[src/stt_pkg.sv]
package stt_pkg;

   // ------------------------------------------------------------
   // Command codes
   // ------------------------------------------------------------
   localparam logic [7:0] CMD_UV_WARN = 8'h58;
   localparam logic [7:0] CMD_TON_DLY = 8'h60;
   localparam logic [7:0] CMD_RAMP_TIME = 8'h61;
   localparam logic [7:0] CMD_TMO_LIMIT = 8'h62;

   // ------------------------------------------------------------
   // Word layout and reset values
   // ------------------------------------------------------------
   localparam int EXP_MSB = 15;
   localparam int EXP_LSB = 11;
   localparam int MAN_MSB = 10;
   localparam logic [4:0] UV_EXP_RST = 5'h1E;
   localparam logic [4:0] DLY_EXP_RST = 5'h1F;
   localparam logic [4:0] RISE_EXP_RST = 5'h1E;
   localparam logic [4:0] TMO_EXP_RST = 5'h1F;
   localparam logic [10:0] UV_MAN_RST = 11'h00A;

   // ------------------------------------------------------------
   // Fixed-point units: volts in 1/16 V, time in 1/4 ms
   // ------------------------------------------------------------
   localparam int V_FRAC = 4;
   localparam int T_FRAC = 2;
   localparam logic [19:0] UV_MIN = 20'h0_0050;
   localparam logic [19:0] UV_MAX = 20'h0_0160;
   localparam logic [19:0] DLY_MAX = 20'h0_01FE;
   localparam logic [19:0] RISE_MAX = 20'h0_007F;
   localparam logic [9:0] RISE_FLOOR = 10'h002;
   localparam logic [19:0] TMO_MAX = 20'h0_01FC;

   // ------------------------------------------------------------
   // Timing
   // ------------------------------------------------------------
   localparam int CLK_KHZ = 10000;
   localparam int TICK_US = 250;
   localparam int INIT_US = 100;
   localparam int TICK_CYC = (TICK_US * CLK_KHZ) / 1000;
   localparam int INIT_CYC = (INIT_US * CLK_KHZ + 999) / 1000;
   localparam logic [11:0] RAMP_FULL = 12'h400;

   // ------------------------------------------------------------
   // Status bit positions
   // ------------------------------------------------------------
   localparam int SB_NONE_ABOVE = 0;
   localparam int SB_CML = 1;
   localparam int SW_VOUT = 15;
   localparam int SW_INPUT = 13;
   localparam int SI_UV_WARN = 5;
   localparam int SV_STARTUP_TMO = 2;
   localparam int SC_BAD_CMD = 7;
   localparam int SC_BAD_DATA = 6;

   typedef enum logic [2:0] {
      ST_IDLE  = 3'b000,
      ST_INIT  = 3'b001,
      ST_DELAY = 3'b010,
      ST_RAMP  = 3'b011,
      ST_ON    = 3'b100
   } stt_state_e;

   // Linear word to unsigned fixed point; negatives saturate high
   function automatic logic [19:0] stt_lin_fix(input logic [15:0] w,
                                                input int frac);
      logic signed [4:0]  e;
      logic signed [10:0] m;
      logic signed [31:0] v;
      int                 sh;
      e  = w[EXP_MSB:EXP_LSB];
      m  = w[MAN_MSB:0];
      sh = int'(e) + frac;
      if (sh >= 0)
         v = 32'(m) <<< sh;
      else
         v = 32'(m) >>> (-sh);
      if (v < 0 || v > 32'h000F_FFFF)
         return 20'hF_FFFF;
      return v[19:0];
   endfunction

endpackage

[src/stt_mon_if.sv]
`timescale 1ns/10ps
`default_nettype none
interface stt_mon_if #(parameter int PHASES = 1);
   logic [15:0]          threshold;
   logic [PHASES*16-1:0] rail;
   logic [PHASES-1:0]    uvw;
   modport ctl (output threshold, output rail, input uvw);
   modport mon (input threshold, input rail, output uvw);
endinterface
`default_nettype wire

[src/stt_seq.sv]
`timescale 1ns/10ps
`default_nettype none
module stt_seq #(
   parameter int          PHASES   = 1,
   parameter logic [10:0] DLY_MAN  = 11'h000,
   parameter logic [10:0] RISE_MAN = 11'h00C,
   parameter logic [10:0] TMO_MAN  = 11'h000
)
(
   // Clock and reset
   input  wire logic                 mclk,
   input  wire logic                 rst,
   // Word command port
   input  wire logic                 cmd_valid,
   input  wire logic                 cmd_write,
   input  wire logic [7:0]           cmd_code,
   input  wire logic [15:0]          cmd_wdata,
   output logic                      cmd_ack,
   output logic                      cmd_err,
   output logic [15:0]               cmd_rdata,
   // Restore and fault clearing
   input  wire logic                 restore,
   input  wire logic                 clear_faults,
   // Start condition pin
   input  wire logic                 start_pin,
   // Telemetry, 1/16 V units
   input  wire logic [PHASES*16-1:0] power_input_rail,
   input  wire logic [15:0]          vout_sample,
   input  wire logic                 vout_sample_valid,
   input  wire logic [15:0]          vout_command,
   // Power stage control
   output logic                      output_enable,
   output logic                      ramp_active,
   output logic [15:0]               ref_level,
   output logic                      uv_compare_enable,
   // Status
   output logic [PHASES-1:0]         input_uv_warning_flag,
   output logic [7:0]                status_byte,
   output logic [15:0]               status_word,
   output logic [7:0]                status_input,
   output logic [7:0]                status_vout,
   output logic [7:0]                status_cml,
   output logic                      notify_host
);
   import stt_pkg::*;

   // ------------------------------------------------------------
   // Start pin synchroniser
   // ------------------------------------------------------------
   logic s1_q, s2_q, s3_q, start_lvl_q;
   always_ff @(posedge mclk)
   begin
      if (rst)
      begin
         s1_q <= 1'b0;
         s2_q <= 1'b0;
         s3_q <= 1'b0;
         start_lvl_q <= 1'b0;
      end
      else
      begin
         s1_q <= start_pin;
         s2_q <= s1_q;
         s3_q <= s2_q;
         if (s2_q == s3_q)
            start_lvl_q <= s3_q;
      end
   end
   wire logic start_rise;
   wire logic start_fall;
   assign start_rise = (s2_q == s3_q) & s3_q & ~start_lvl_q;
   assign start_fall = (s2_q == s3_q) & ~s3_q & start_lvl_q;

   // ------------------------------------------------------------
   // Register write decode
   // ------------------------------------------------------------
   logic [15:0] uv_word_q, dly_word_q, rise_word_q, tmo_word_q;
   logic        uv_lock_q;

   wire logic        wr;
   wire logic        hit_uv, hit_dly, hit_rise, hit_tmo, hit_any;
   wire logic [19:0] wr_v, wr_t;
   wire logic        uv_ok, dly_ok, rise_ok, tmo_ok, wr_ok;
   assign wr       = cmd_valid & cmd_write;
   assign hit_uv   = (cmd_code == CMD_UV_WARN);
   assign hit_dly  = (cmd_code == CMD_TON_DLY);
   assign hit_rise = (cmd_code == CMD_RAMP_TIME);
   assign hit_tmo  = (cmd_code == CMD_TMO_LIMIT);
   assign hit_any  = hit_uv | hit_dly | hit_rise | hit_tmo;
   assign wr_v     = stt_lin_fix(cmd_wdata, V_FRAC);
   assign wr_t     = stt_lin_fix(cmd_wdata, T_FRAC);
   assign uv_ok    = (wr_v >= UV_MIN) && (wr_v <= UV_MAX)
                     && !(uv_lock_q && wr_v < UV_MIN);
   assign dly_ok   = (wr_t <= DLY_MAX) && !wr_t[0];
   assign rise_ok  = (wr_t <= RISE_MAX);
   assign tmo_ok   = (wr_t <= TMO_MAX) && !wr_t[0];
   assign wr_ok    = (hit_uv & uv_ok) | (hit_dly & dly_ok)
                     | (hit_rise & rise_ok) | (hit_tmo & tmo_ok);

   wire logic bad_data;
   wire logic bad_cmd;
   assign bad_data = wr & hit_any & ~wr_ok;
   assign bad_cmd  = cmd_valid & ~hit_any;

   // Restore rounds stored delay to whole half milliseconds
   wire logic [19:0] dly_cur_q4;
   wire logic [8:0]  dly_half;
   assign dly_cur_q4 = stt_lin_fix(dly_word_q, T_FRAC);
   assign dly_half   = 9'((dly_cur_q4 + 20'h0_0001) >> 1);

   always_ff @(posedge mclk)
   begin
      if (rst)
      begin
         uv_word_q   <= {UV_EXP_RST, UV_MAN_RST};
         dly_word_q  <= {DLY_EXP_RST, DLY_MAN};
         rise_word_q <= {RISE_EXP_RST, RISE_MAN};
         tmo_word_q  <= {TMO_EXP_RST, TMO_MAN};
         uv_lock_q   <= 1'b0;
      end
      else
      begin
         if (wr && hit_uv && uv_ok)
         begin
            uv_word_q <= cmd_wdata;
            if (wr_v > UV_MIN)
               uv_lock_q <= 1'b1;
         end
         if (restore)
            dly_word_q <= {DLY_EXP_RST, 2'b00, dly_half};
         else if (wr && hit_dly && dly_ok)
            dly_word_q <= cmd_wdata;
         if (wr && hit_rise && rise_ok)
            rise_word_q <= cmd_wdata;
         if (wr && hit_tmo && tmo_ok)
            tmo_word_q <= cmd_wdata;
      end
   end

   // ------------------------------------------------------------
   // Word read and answer
   // ------------------------------------------------------------
   wire logic [15:0] rd_mux;
   assign rd_mux = hit_uv   ? uv_word_q   :
                   hit_dly  ? dly_word_q  :
                   hit_rise ? rise_word_q :
                   hit_tmo  ? tmo_word_q  : 16'h0000;

   always_ff @(posedge mclk)
   begin
      if (rst)
      begin
         cmd_ack   <= 1'b0;
         cmd_err   <= 1'b0;
         cmd_rdata <= 16'h0000;
      end
      else
      begin
         cmd_ack   <= cmd_valid;
         cmd_err   <= bad_data | bad_cmd;
         if (cmd_valid && !cmd_write)
            cmd_rdata <= rd_mux;
      end
   end

   // ------------------------------------------------------------
   // Timer settings in quarter milliseconds
   // ------------------------------------------------------------
   wire logic [9:0] dly_q4, rise_q4, rise_eff, tmo_q4;
   assign dly_q4   = dly_cur_q4[9:0];
   assign rise_q4  = 10'(stt_lin_fix(rise_word_q, T_FRAC));
   assign rise_eff = (rise_q4 < RISE_FLOOR) ? RISE_FLOOR : rise_q4;
   assign tmo_q4   = 10'(stt_lin_fix(tmo_word_q, T_FRAC));

   // ------------------------------------------------------------
   // Time base and phase monitors
   // ------------------------------------------------------------
   stt_state_e st_q, st_d;
   wire logic  tick;
   wire logic  tick_restart;
   // Realign the base at start and at delay and ramp entry
   assign tick_restart = start_rise
                         | ((st_d != st_q)
                            && (st_d == ST_DELAY || st_d == ST_RAMP));
   stt_tick u_tick (
      .mclk    (mclk),
      .rst     (rst),
      .restart (tick_restart),
      .tick    (tick)
   );

   stt_mon_if #(.PHASES(PHASES)) mon_if ();
   assign mon_if.threshold = 16'(stt_lin_fix(uv_word_q, V_FRAC));
   assign mon_if.rail      = power_input_rail;
   assign input_uv_warning_flag = mon_if.uvw;

   stt_uv_mon #(.PHASES(PHASES)) u_uv (
      .mclk (mclk),
      .rst  (rst),
      .mon  (mon_if.mon)
   );

   // ------------------------------------------------------------
   // Start-up sequence
   // ------------------------------------------------------------
   localparam logic [9:0] INIT_LAST = 10'(INIT_CYC - 1);
   logic [9:0]  cnt_q, init_q, tmo_cnt_q;
   logic        init_done_q, tmo_run_q;
   logic [11:0] pend_q, frac_q;
   logic [15:0] last_vout_q;

   wire logic dly_done, ramp_done, init_done_now;
   assign init_done_now = (st_q == ST_INIT) && (init_q == INIT_LAST);
   assign dly_done  = (st_q == ST_DELAY) && (cnt_q == dly_q4);
   assign ramp_done = (st_q == ST_RAMP) && (cnt_q == rise_eff);

   always_comb
   begin
      st_d = st_q;
      case (st_q)
         ST_IDLE:  if (start_rise)
                      st_d = init_done_q ? ST_DELAY : ST_INIT;
         ST_INIT:  if (init_done_now)
                      st_d = ST_DELAY;
         ST_DELAY: if (dly_done)
                      st_d = ST_RAMP;
         ST_RAMP:  if (ramp_done)
                      st_d = ST_ON;
         ST_ON:    st_d = ST_ON;
         default:  st_d = ST_IDLE;
      endcase
      if (start_fall)
         st_d = ST_IDLE;
      else if (start_rise && st_q != ST_IDLE)
         st_d = init_done_q ? ST_DELAY : ST_INIT;
   end

   always_ff @(posedge mclk)
   begin
      if (rst)
      begin
         st_q        <= ST_IDLE;
         init_q      <= 10'h000;
         init_done_q <= 1'b0;
      end
      else
      begin
         st_q   <= st_d;
         init_q <= (st_q == ST_INIT) ? init_q + 10'h001 : 10'h000;
         if (init_done_now)
            init_done_q <= 1'b1;
      end
   end

   // Phase counter, zeroed on every state change
   always_ff @(posedge mclk)
   begin
      if (rst || st_d != st_q || start_rise)
         cnt_q <= 10'h000;
      else if (tick)
         cnt_q <= cnt_q + 10'h001;
   end

   // Reference ramp: 1024 parts spread over rise_eff ticks
   wire logic        pend_sub;
   wire logic [11:0] pend_add;
   assign pend_sub = (st_q == ST_RAMP) && (pend_q >= {2'b00, rise_eff});
   assign pend_add = (tick && st_q == ST_RAMP) ? RAMP_FULL : 12'h000;

   always_ff @(posedge mclk)
   begin
      if (rst || st_q == ST_IDLE || st_q == ST_DELAY || st_q == ST_INIT)
      begin
         pend_q <= 12'h000;
         frac_q <= 12'h000;
      end
      else if (st_q == ST_ON)
         frac_q <= RAMP_FULL;
      else
      begin
         pend_q <= pend_q + pend_add - (pend_sub ? {2'b00, rise_eff} : 12'h000);
         if (pend_sub && frac_q < RAMP_FULL)
            frac_q <= frac_q + 12'h001;
      end
   end

   wire logic [27:0] ref_prod;
   assign ref_prod = vout_command * frac_q;

   always_ff @(posedge mclk)
   begin
      if (rst)
      begin
         ref_level         <= 16'h0000;
         output_enable     <= 1'b0;
         ramp_active       <= 1'b0;
         uv_compare_enable <= 1'b0;
      end
      else
      begin
         ref_level         <= ref_prod[25:10];
         output_enable     <= (st_d == ST_RAMP) || (st_d == ST_ON);
         ramp_active       <= (st_d == ST_RAMP);
         uv_compare_enable <= (st_d == ST_ON);
      end
   end

   // ------------------------------------------------------------
   // Start-up timeout
   // ------------------------------------------------------------
   wire logic        tmo_expire, tmo_fault;
   wire logic [18:0] vout_x8, target_x7;
   assign tmo_expire = tmo_run_q && (tmo_cnt_q == tmo_q4)
                       && (tmo_q4 != 10'h000);
   assign vout_x8    = {last_vout_q, 3'b000};
   assign target_x7  = 19'(vout_command) * 19'd7;
   assign tmo_fault  = tmo_expire && (vout_x8 < target_x7);

   always_ff @(posedge mclk)
   begin
      if (rst)
      begin
         tmo_run_q   <= 1'b0;
         tmo_cnt_q   <= 10'h000;
         last_vout_q <= 16'h0000;
      end
      else
      begin
         if (vout_sample_valid)
            last_vout_q <= vout_sample;
         if (dly_done || start_rise || start_fall || tmo_expire)
         begin
            tmo_run_q <= dly_done && (tmo_q4 != 10'h000);
            tmo_cnt_q <= 10'h000;
         end
         else if (tmo_run_q && tick)
            tmo_cnt_q <= tmo_cnt_q + 10'h001;
      end
   end

   // ------------------------------------------------------------
   // Sticky status, set wins over clear
   // ------------------------------------------------------------
   wire logic uvw_any;
   assign uvw_any = |mon_if.uvw;

   always_ff @(posedge mclk)
   begin
      if (rst)
      begin
         status_byte  <= 8'h00;
         status_word  <= 16'h0000;
         status_input <= 8'h00;
         status_vout  <= 8'h00;
         status_cml   <= 8'h00;
      end
      else
      begin
         if (clear_faults)
         begin
            status_byte  <= 8'h00;
            status_word  <= 16'h0000;
            status_input <= 8'h00;
            status_vout  <= 8'h00;
            status_cml   <= 8'h00;
         end
         if (uvw_any)
         begin
            status_byte[SB_NONE_ABOVE] <= 1'b1;
            status_word[SB_NONE_ABOVE] <= 1'b1;
            status_word[SW_INPUT]      <= 1'b1;
            status_input[SI_UV_WARN]   <= 1'b1;
         end
         if (tmo_fault)
         begin
            status_byte[SB_NONE_ABOVE] <= 1'b1;
            status_word[SB_NONE_ABOVE] <= 1'b1;
            status_word[SW_VOUT]       <= 1'b1;
            status_vout[SV_STARTUP_TMO] <= 1'b1;
         end
         if (bad_data || bad_cmd)
         begin
            status_byte[SB_CML] <= 1'b1;
            status_word[SB_CML] <= 1'b1;
         end
         if (bad_data)
            status_cml[SC_BAD_DATA] <= 1'b1;
         if (bad_cmd)
            status_cml[SC_BAD_CMD] <= 1'b1;
      end
   end

   assign notify_host = |status_byte;

endmodule // stt_seq
`default_nettype wire

[src/stt_uv_mon.sv]
`timescale 1ns/10ps
`default_nettype none
module stt_uv_mon #(parameter int PHASES = 1)
(
   // Clock and reset
   input wire logic mclk,
   input wire logic rst,
   // Threshold, samples, flags
   stt_mon_if.mon   mon
);
   import stt_pkg::*;

   // ------------------------------------------------------------
   // One comparator per phase
   // ------------------------------------------------------------
   genvar g;
   generate
      for (g = 0; g < PHASES; g++) begin : g_phase
         wire logic below;
         assign below = mon.rail[g*16 +: 16] < mon.threshold;
         always_ff @(posedge mclk)
         begin
            if (rst)
               mon.uvw[g] <= 1'b0;
            else
               mon.uvw[g] <= below;
         end
      end
   endgenerate
endmodule // stt_uv_mon
`default_nettype wire

[src/stt_tick.sv]
`timescale 1ns/10ps
`default_nettype none
module stt_tick
(
   // Clock and reset
   input  wire logic mclk,
   input  wire logic rst,
   // Control and tick
   input  wire logic restart,
   output logic      tick
);
   import stt_pkg::*;

   localparam logic [11:0] LAST = 12'(TICK_CYC - 1);
   logic [11:0] cnt_q;
   wire logic   wrap;
   assign wrap = (cnt_q == LAST);
   assign tick = wrap & ~restart;

   // Quarter-millisecond base, zeroed on each start
   always_ff @(posedge mclk)
   begin
      if (rst || restart || wrap)
         cnt_q <= 12'h000;
      else
         cnt_q <= cnt_q + 12'h001;
   end
endmodule // stt_tick
`default_nettype wire

[config.mk]
export PLATFORM = sky130hd
export DESIGN_NAME = stt_seq
export DESIGN_NICKNAME = d
export VERILOG_FILES = /design/src/stt_pkg.sv /design/src/stt_mon_if.sv /design/src/stt_seq.sv /design/src/stt_uv_mon.sv /design/src/stt_tick.sv
export SDC_FILE = /design/constraint.sdc
export NUM_CORES = 1
export LEC_CHECK = 0
export ABC_AREA = 1
export BUFFER_PORTS_ARGS = -buffer_cell sky130_fd_sc_hd__buf_2
export CORE_ASPECT_RATIO = 0.75
export CORE_MARGIN = 2
export CORE_UTILIZATION = 40
export CTS_CLUSTER_SIZE = 8
export DETAILED_ROUTE_END_ITERATION = 10
export GPL_TIMING_DRIVEN = 0
export MAX_ROUTING_LAYER = met4
export PLACE_DENSITY = 0.59
export SLEW_MARGIN = 20
export SYNTH_ARGS = -nofsm -noshare
export SYNTH_HDL_FRONTEND = slang
export SYNTH_SLANG_ARGS = --single-unit
[constraint.sdc]
create_clock -name mclk -period 9.8 [get_ports mclk]
set_clock_uncertainty 0.15 [all_clocks]
set_input_delay 0.49 -clock mclk [delete_from_list [all_inputs] [get_ports mclk]]
set_output_delay 0.49 -clock mclk [all_outputs]
set_load 0.05 [all_outputs]
==> impl_metrics.yaml <==
outcome:
  outcome: "finished clean"
critical_path:
  cp_slowest_stage_delay_ns: 0.36
  crit_path_max_fanout: 10
  cpMaxStageDelayCell: "a21oi_1"
  crit_top_cell: "nand2_1"
  cp-start-kind: "flip-flop"
  criticalPathCategory: "flip-flop to flip-flop"
  worstPathArrival_ns: 8.96
  critical_path_required_ns: 10.01
  worstSetupEndpointType: "flip-flop"
finish:
  stdcell_count: 5241
  final_common_cell: "nand2_1"
  n_fill_cell: 7051
  layout_common_cells: "nand2_1, inv_1, nor2_1"
  syn_to_final_growth_pct: 9.560
  fin_nets: 4785
  drive_gt1_frac: 0.07486
sta:
  fin_crit_sh: 0.8927
  slew_headroom: 0.2670
  timing.setup.tns_ns: 0
  worst-slew-pin-transition_ns: 1.091
  finalHoldViolCount: 0
  fmax_ghz: 0.1143
  finalSetupViolCount: 0
  fin_crit_ns: 8.748
  finalMaxSlewViolations: 0
pwr:
  p_seq_frac: 0.383
  p_int_mw: 1.386
  p_per_area_nw_per_um2: 75.81
  vdd_drop_max_uv: 160.8
  p_leak_nw: 14.35
  pwr-share-clk: 0.354
  p_comb_frac: 0.264
  power.total_mw: 2.184
  p_switching_mw: 0.7980
  swShare: 0.3654
place:
  gp_congestion: 0.9717
  dp.final_hpwl_um: 72010
  io_buffers: 125
  dp_cells: 5205
yosys:
  syn-cell-area_um2: 26290
  synth_cells: 4172
  ys.warnings.count: 0
  synthFlopType: "dfxtp_1"
  syn_area_per_cell_um2: 6.302
  synth_cell_types: 69
  synth.area.top_cells: "dfxtp_1, nand2_1, fa_1, ha_1, inv_1"
  synth-edff-count: 0
  async_reset_ff_frac: 0
  yosysTopAreaCell: "dfxtp_1"
  ys_seq_elements: 199
  synth_top_area_frac: 0.1515
  ys_seq_area_frac: 0.1515
cts:
  cts-root-buf: "clkbuf_16"
  ctsHoldBuffers: 0
  cts.sinks: 199
  cts_made_buffers: 17
  cts_tree: "done"
  clock_path_buffers: 2
  worstSkewPairLatency_ns: 0.48
  clk_pin_slew_ns: 0.08
  htreeDepth: 4
hold_path:
  worst_hold_path_type: "input pin to flip-flop"
drt:
  wl_per_cell_um: 16.93
  drtIter0Drc: 2742
  drt-pass1-iter-count: 7
  drc: 0
  route.final.wire_length_um: 88740
  viasPerCell: 5.316
  num_vias: 27859
  ant_nets: 0
global_route:
  antenna_found_initial: 3
  overflow: 0
  grt_pass1_wl_um: 138500
  grt_use_total: 0.2665
  first_global_vias: 24532
  grt_max_degree: 20
floorplan:
  dieHeight_um: 226.0
  coreArea_um2: 65060
  start_util: 0.4041
  die-area_um2: 67820
  io_pins: 167
  die_w_um: 300.0
  fp-row-count: 81
run:
  max-cap-violations: 0
==> power groups by stage <==
stage	Combinational [mW]	Sequential, mW	Clock (mW)
6_report	0.576	0.836	0.772
5_1_grt	0.642	0.837	0.813
4_1_cts	0.564	0.835	0.787
3_5_place_dp	0.561	0.854	0
3_3_place_gp	0.560	0.854	0
2_1_floorplan	0.385	0.867	0
==> layer usage <==
metal  up-vias  wire length (um)  track usage
li1      13890                 -            -
met1     12785             44950       0.4147
met2      1117             33680       0.3500
met3        67              8710      0.05099
met4         0              1398      0.04500
met5         -                 0            -
==> kinds of logic (layout without fill, tap and decap cells) <==
kind of cell	after synthesis	after routing	share of synthesized area
compound gates	795	795	0.1709
flops	199	199	0.1515
mux	16	16	0.006091
simple gates	1938	1938	0.3141
fa+ha+maj	350	350	0.2108
other cells	1	40	0.0001426
buf+inv	814	973	0.1259
xor+xnor	59	59	0.02051
==> synthesized netlist by cell type, drive strengths merged (3+ instances only) <==
master,n
a211oi,13
a21boi,5
a21o,5
a21oi,238
a221oi,9
a22oi,5
a311oi,3
a31oi,24
and3,3
buf,97
clkbuf,117
clkinv,13
dfxtp,199
fa,155
ha,195
inv,587
mux2i,16
nand2,1063
nand3,312
nand3b,5
nand4,61
nor2,382
nor3,68
nor3b,5
nor4,18
o2111ai,5
o211ai,38
o21a,17
o21ai,364
o21bai,21
o221ai,10
o22ai,14
o31ai,10
or2,19
xnor2,14
xor2,45
==> stage by stage <==
step                worst slack, ns    util  instance area (um2)  hold WS (ns)
floorplan                     2.283       -                26430        0.2383
global route              -0.005516  0.4427                28800       0.07089
CTS                          0.5047  0.4420                28760       0.05164
finish                        1.052  0.4427                28810       0.06562
detailed placement           0.5429  0.4326                28150        0.2463
global placement             0.6669  0.4326                28150        0.2426
==> timing repair <==
action                     4_1_cts  5_1_grt
resized for setup                0        7
buffers inserted                 0        1
setup endpoints to repair        0        4
==> sequential cells by signal, indices dropped and copies added (netlist names), 2 cells and up <==
name	flops
status_cml	2
dly_word_q	16
cmd_rdata	16
u_tick.cnt_q	12
last_vout_q	16
cnt_q	10
status_byte	2
st_q	3
status_word	2
pend_q	12
rise_word_q	16
uv_word_q	16
ref_level	16
tmo_word_q	16
frac_q	12
init_q	10
tmo_cnt_q	10
==> cell type report <==
cell class	instances	area, um2	share of cell area
Inverter	600	2258	0.07840
Tap cell	871	1090	0.03783
Clock inverter	15	182.7	0.006341
Buffer	214	1057	0.03670
Clock buffer	17	425.4	0.01477
Sequential cell	199	3984	0.1383
Antenna cell	2	5.005	0.0001737
Timing Repair Buffer	127	648.1	0.02250
Multi-Input combinational cell	3196	19160	0.6650
==> worst max-delay path, delay by kind of cell (launching register included) <==
family	cells	cell delay, ns
buffers and inverters	11	1.22
adder cells (fa/ha/maj)	5	1.40
flip-flops	1	0.31
AND/OR/NAND/NOR	26	2.92
AO/OA/AOI/OAI	17	2.61
==> final timing paths <==
check / startpoint / to / slack (ns) / cells past startpoint
setup / recovery: rise_word_q[11]$_SDFFE_PP0P_ / pend_q[11]$_SDFFE_PP0N_ / 1.05 / 59
hold / removal: start_pin / s1_q$_SDFF_PP0_ / 0.07 / 3
setup reg to reg: rise_word_q[11]$_SDFFE_PP0P_ / pend_q[11]$_SDFFE_PP0N_ / 1.05 / 59
hold reg to reg: s1_q$_SDFF_PP0_ / s2_q$_SDFF_PP0_ / 0.26 / 2
Power figures use the tool's default switching activity.
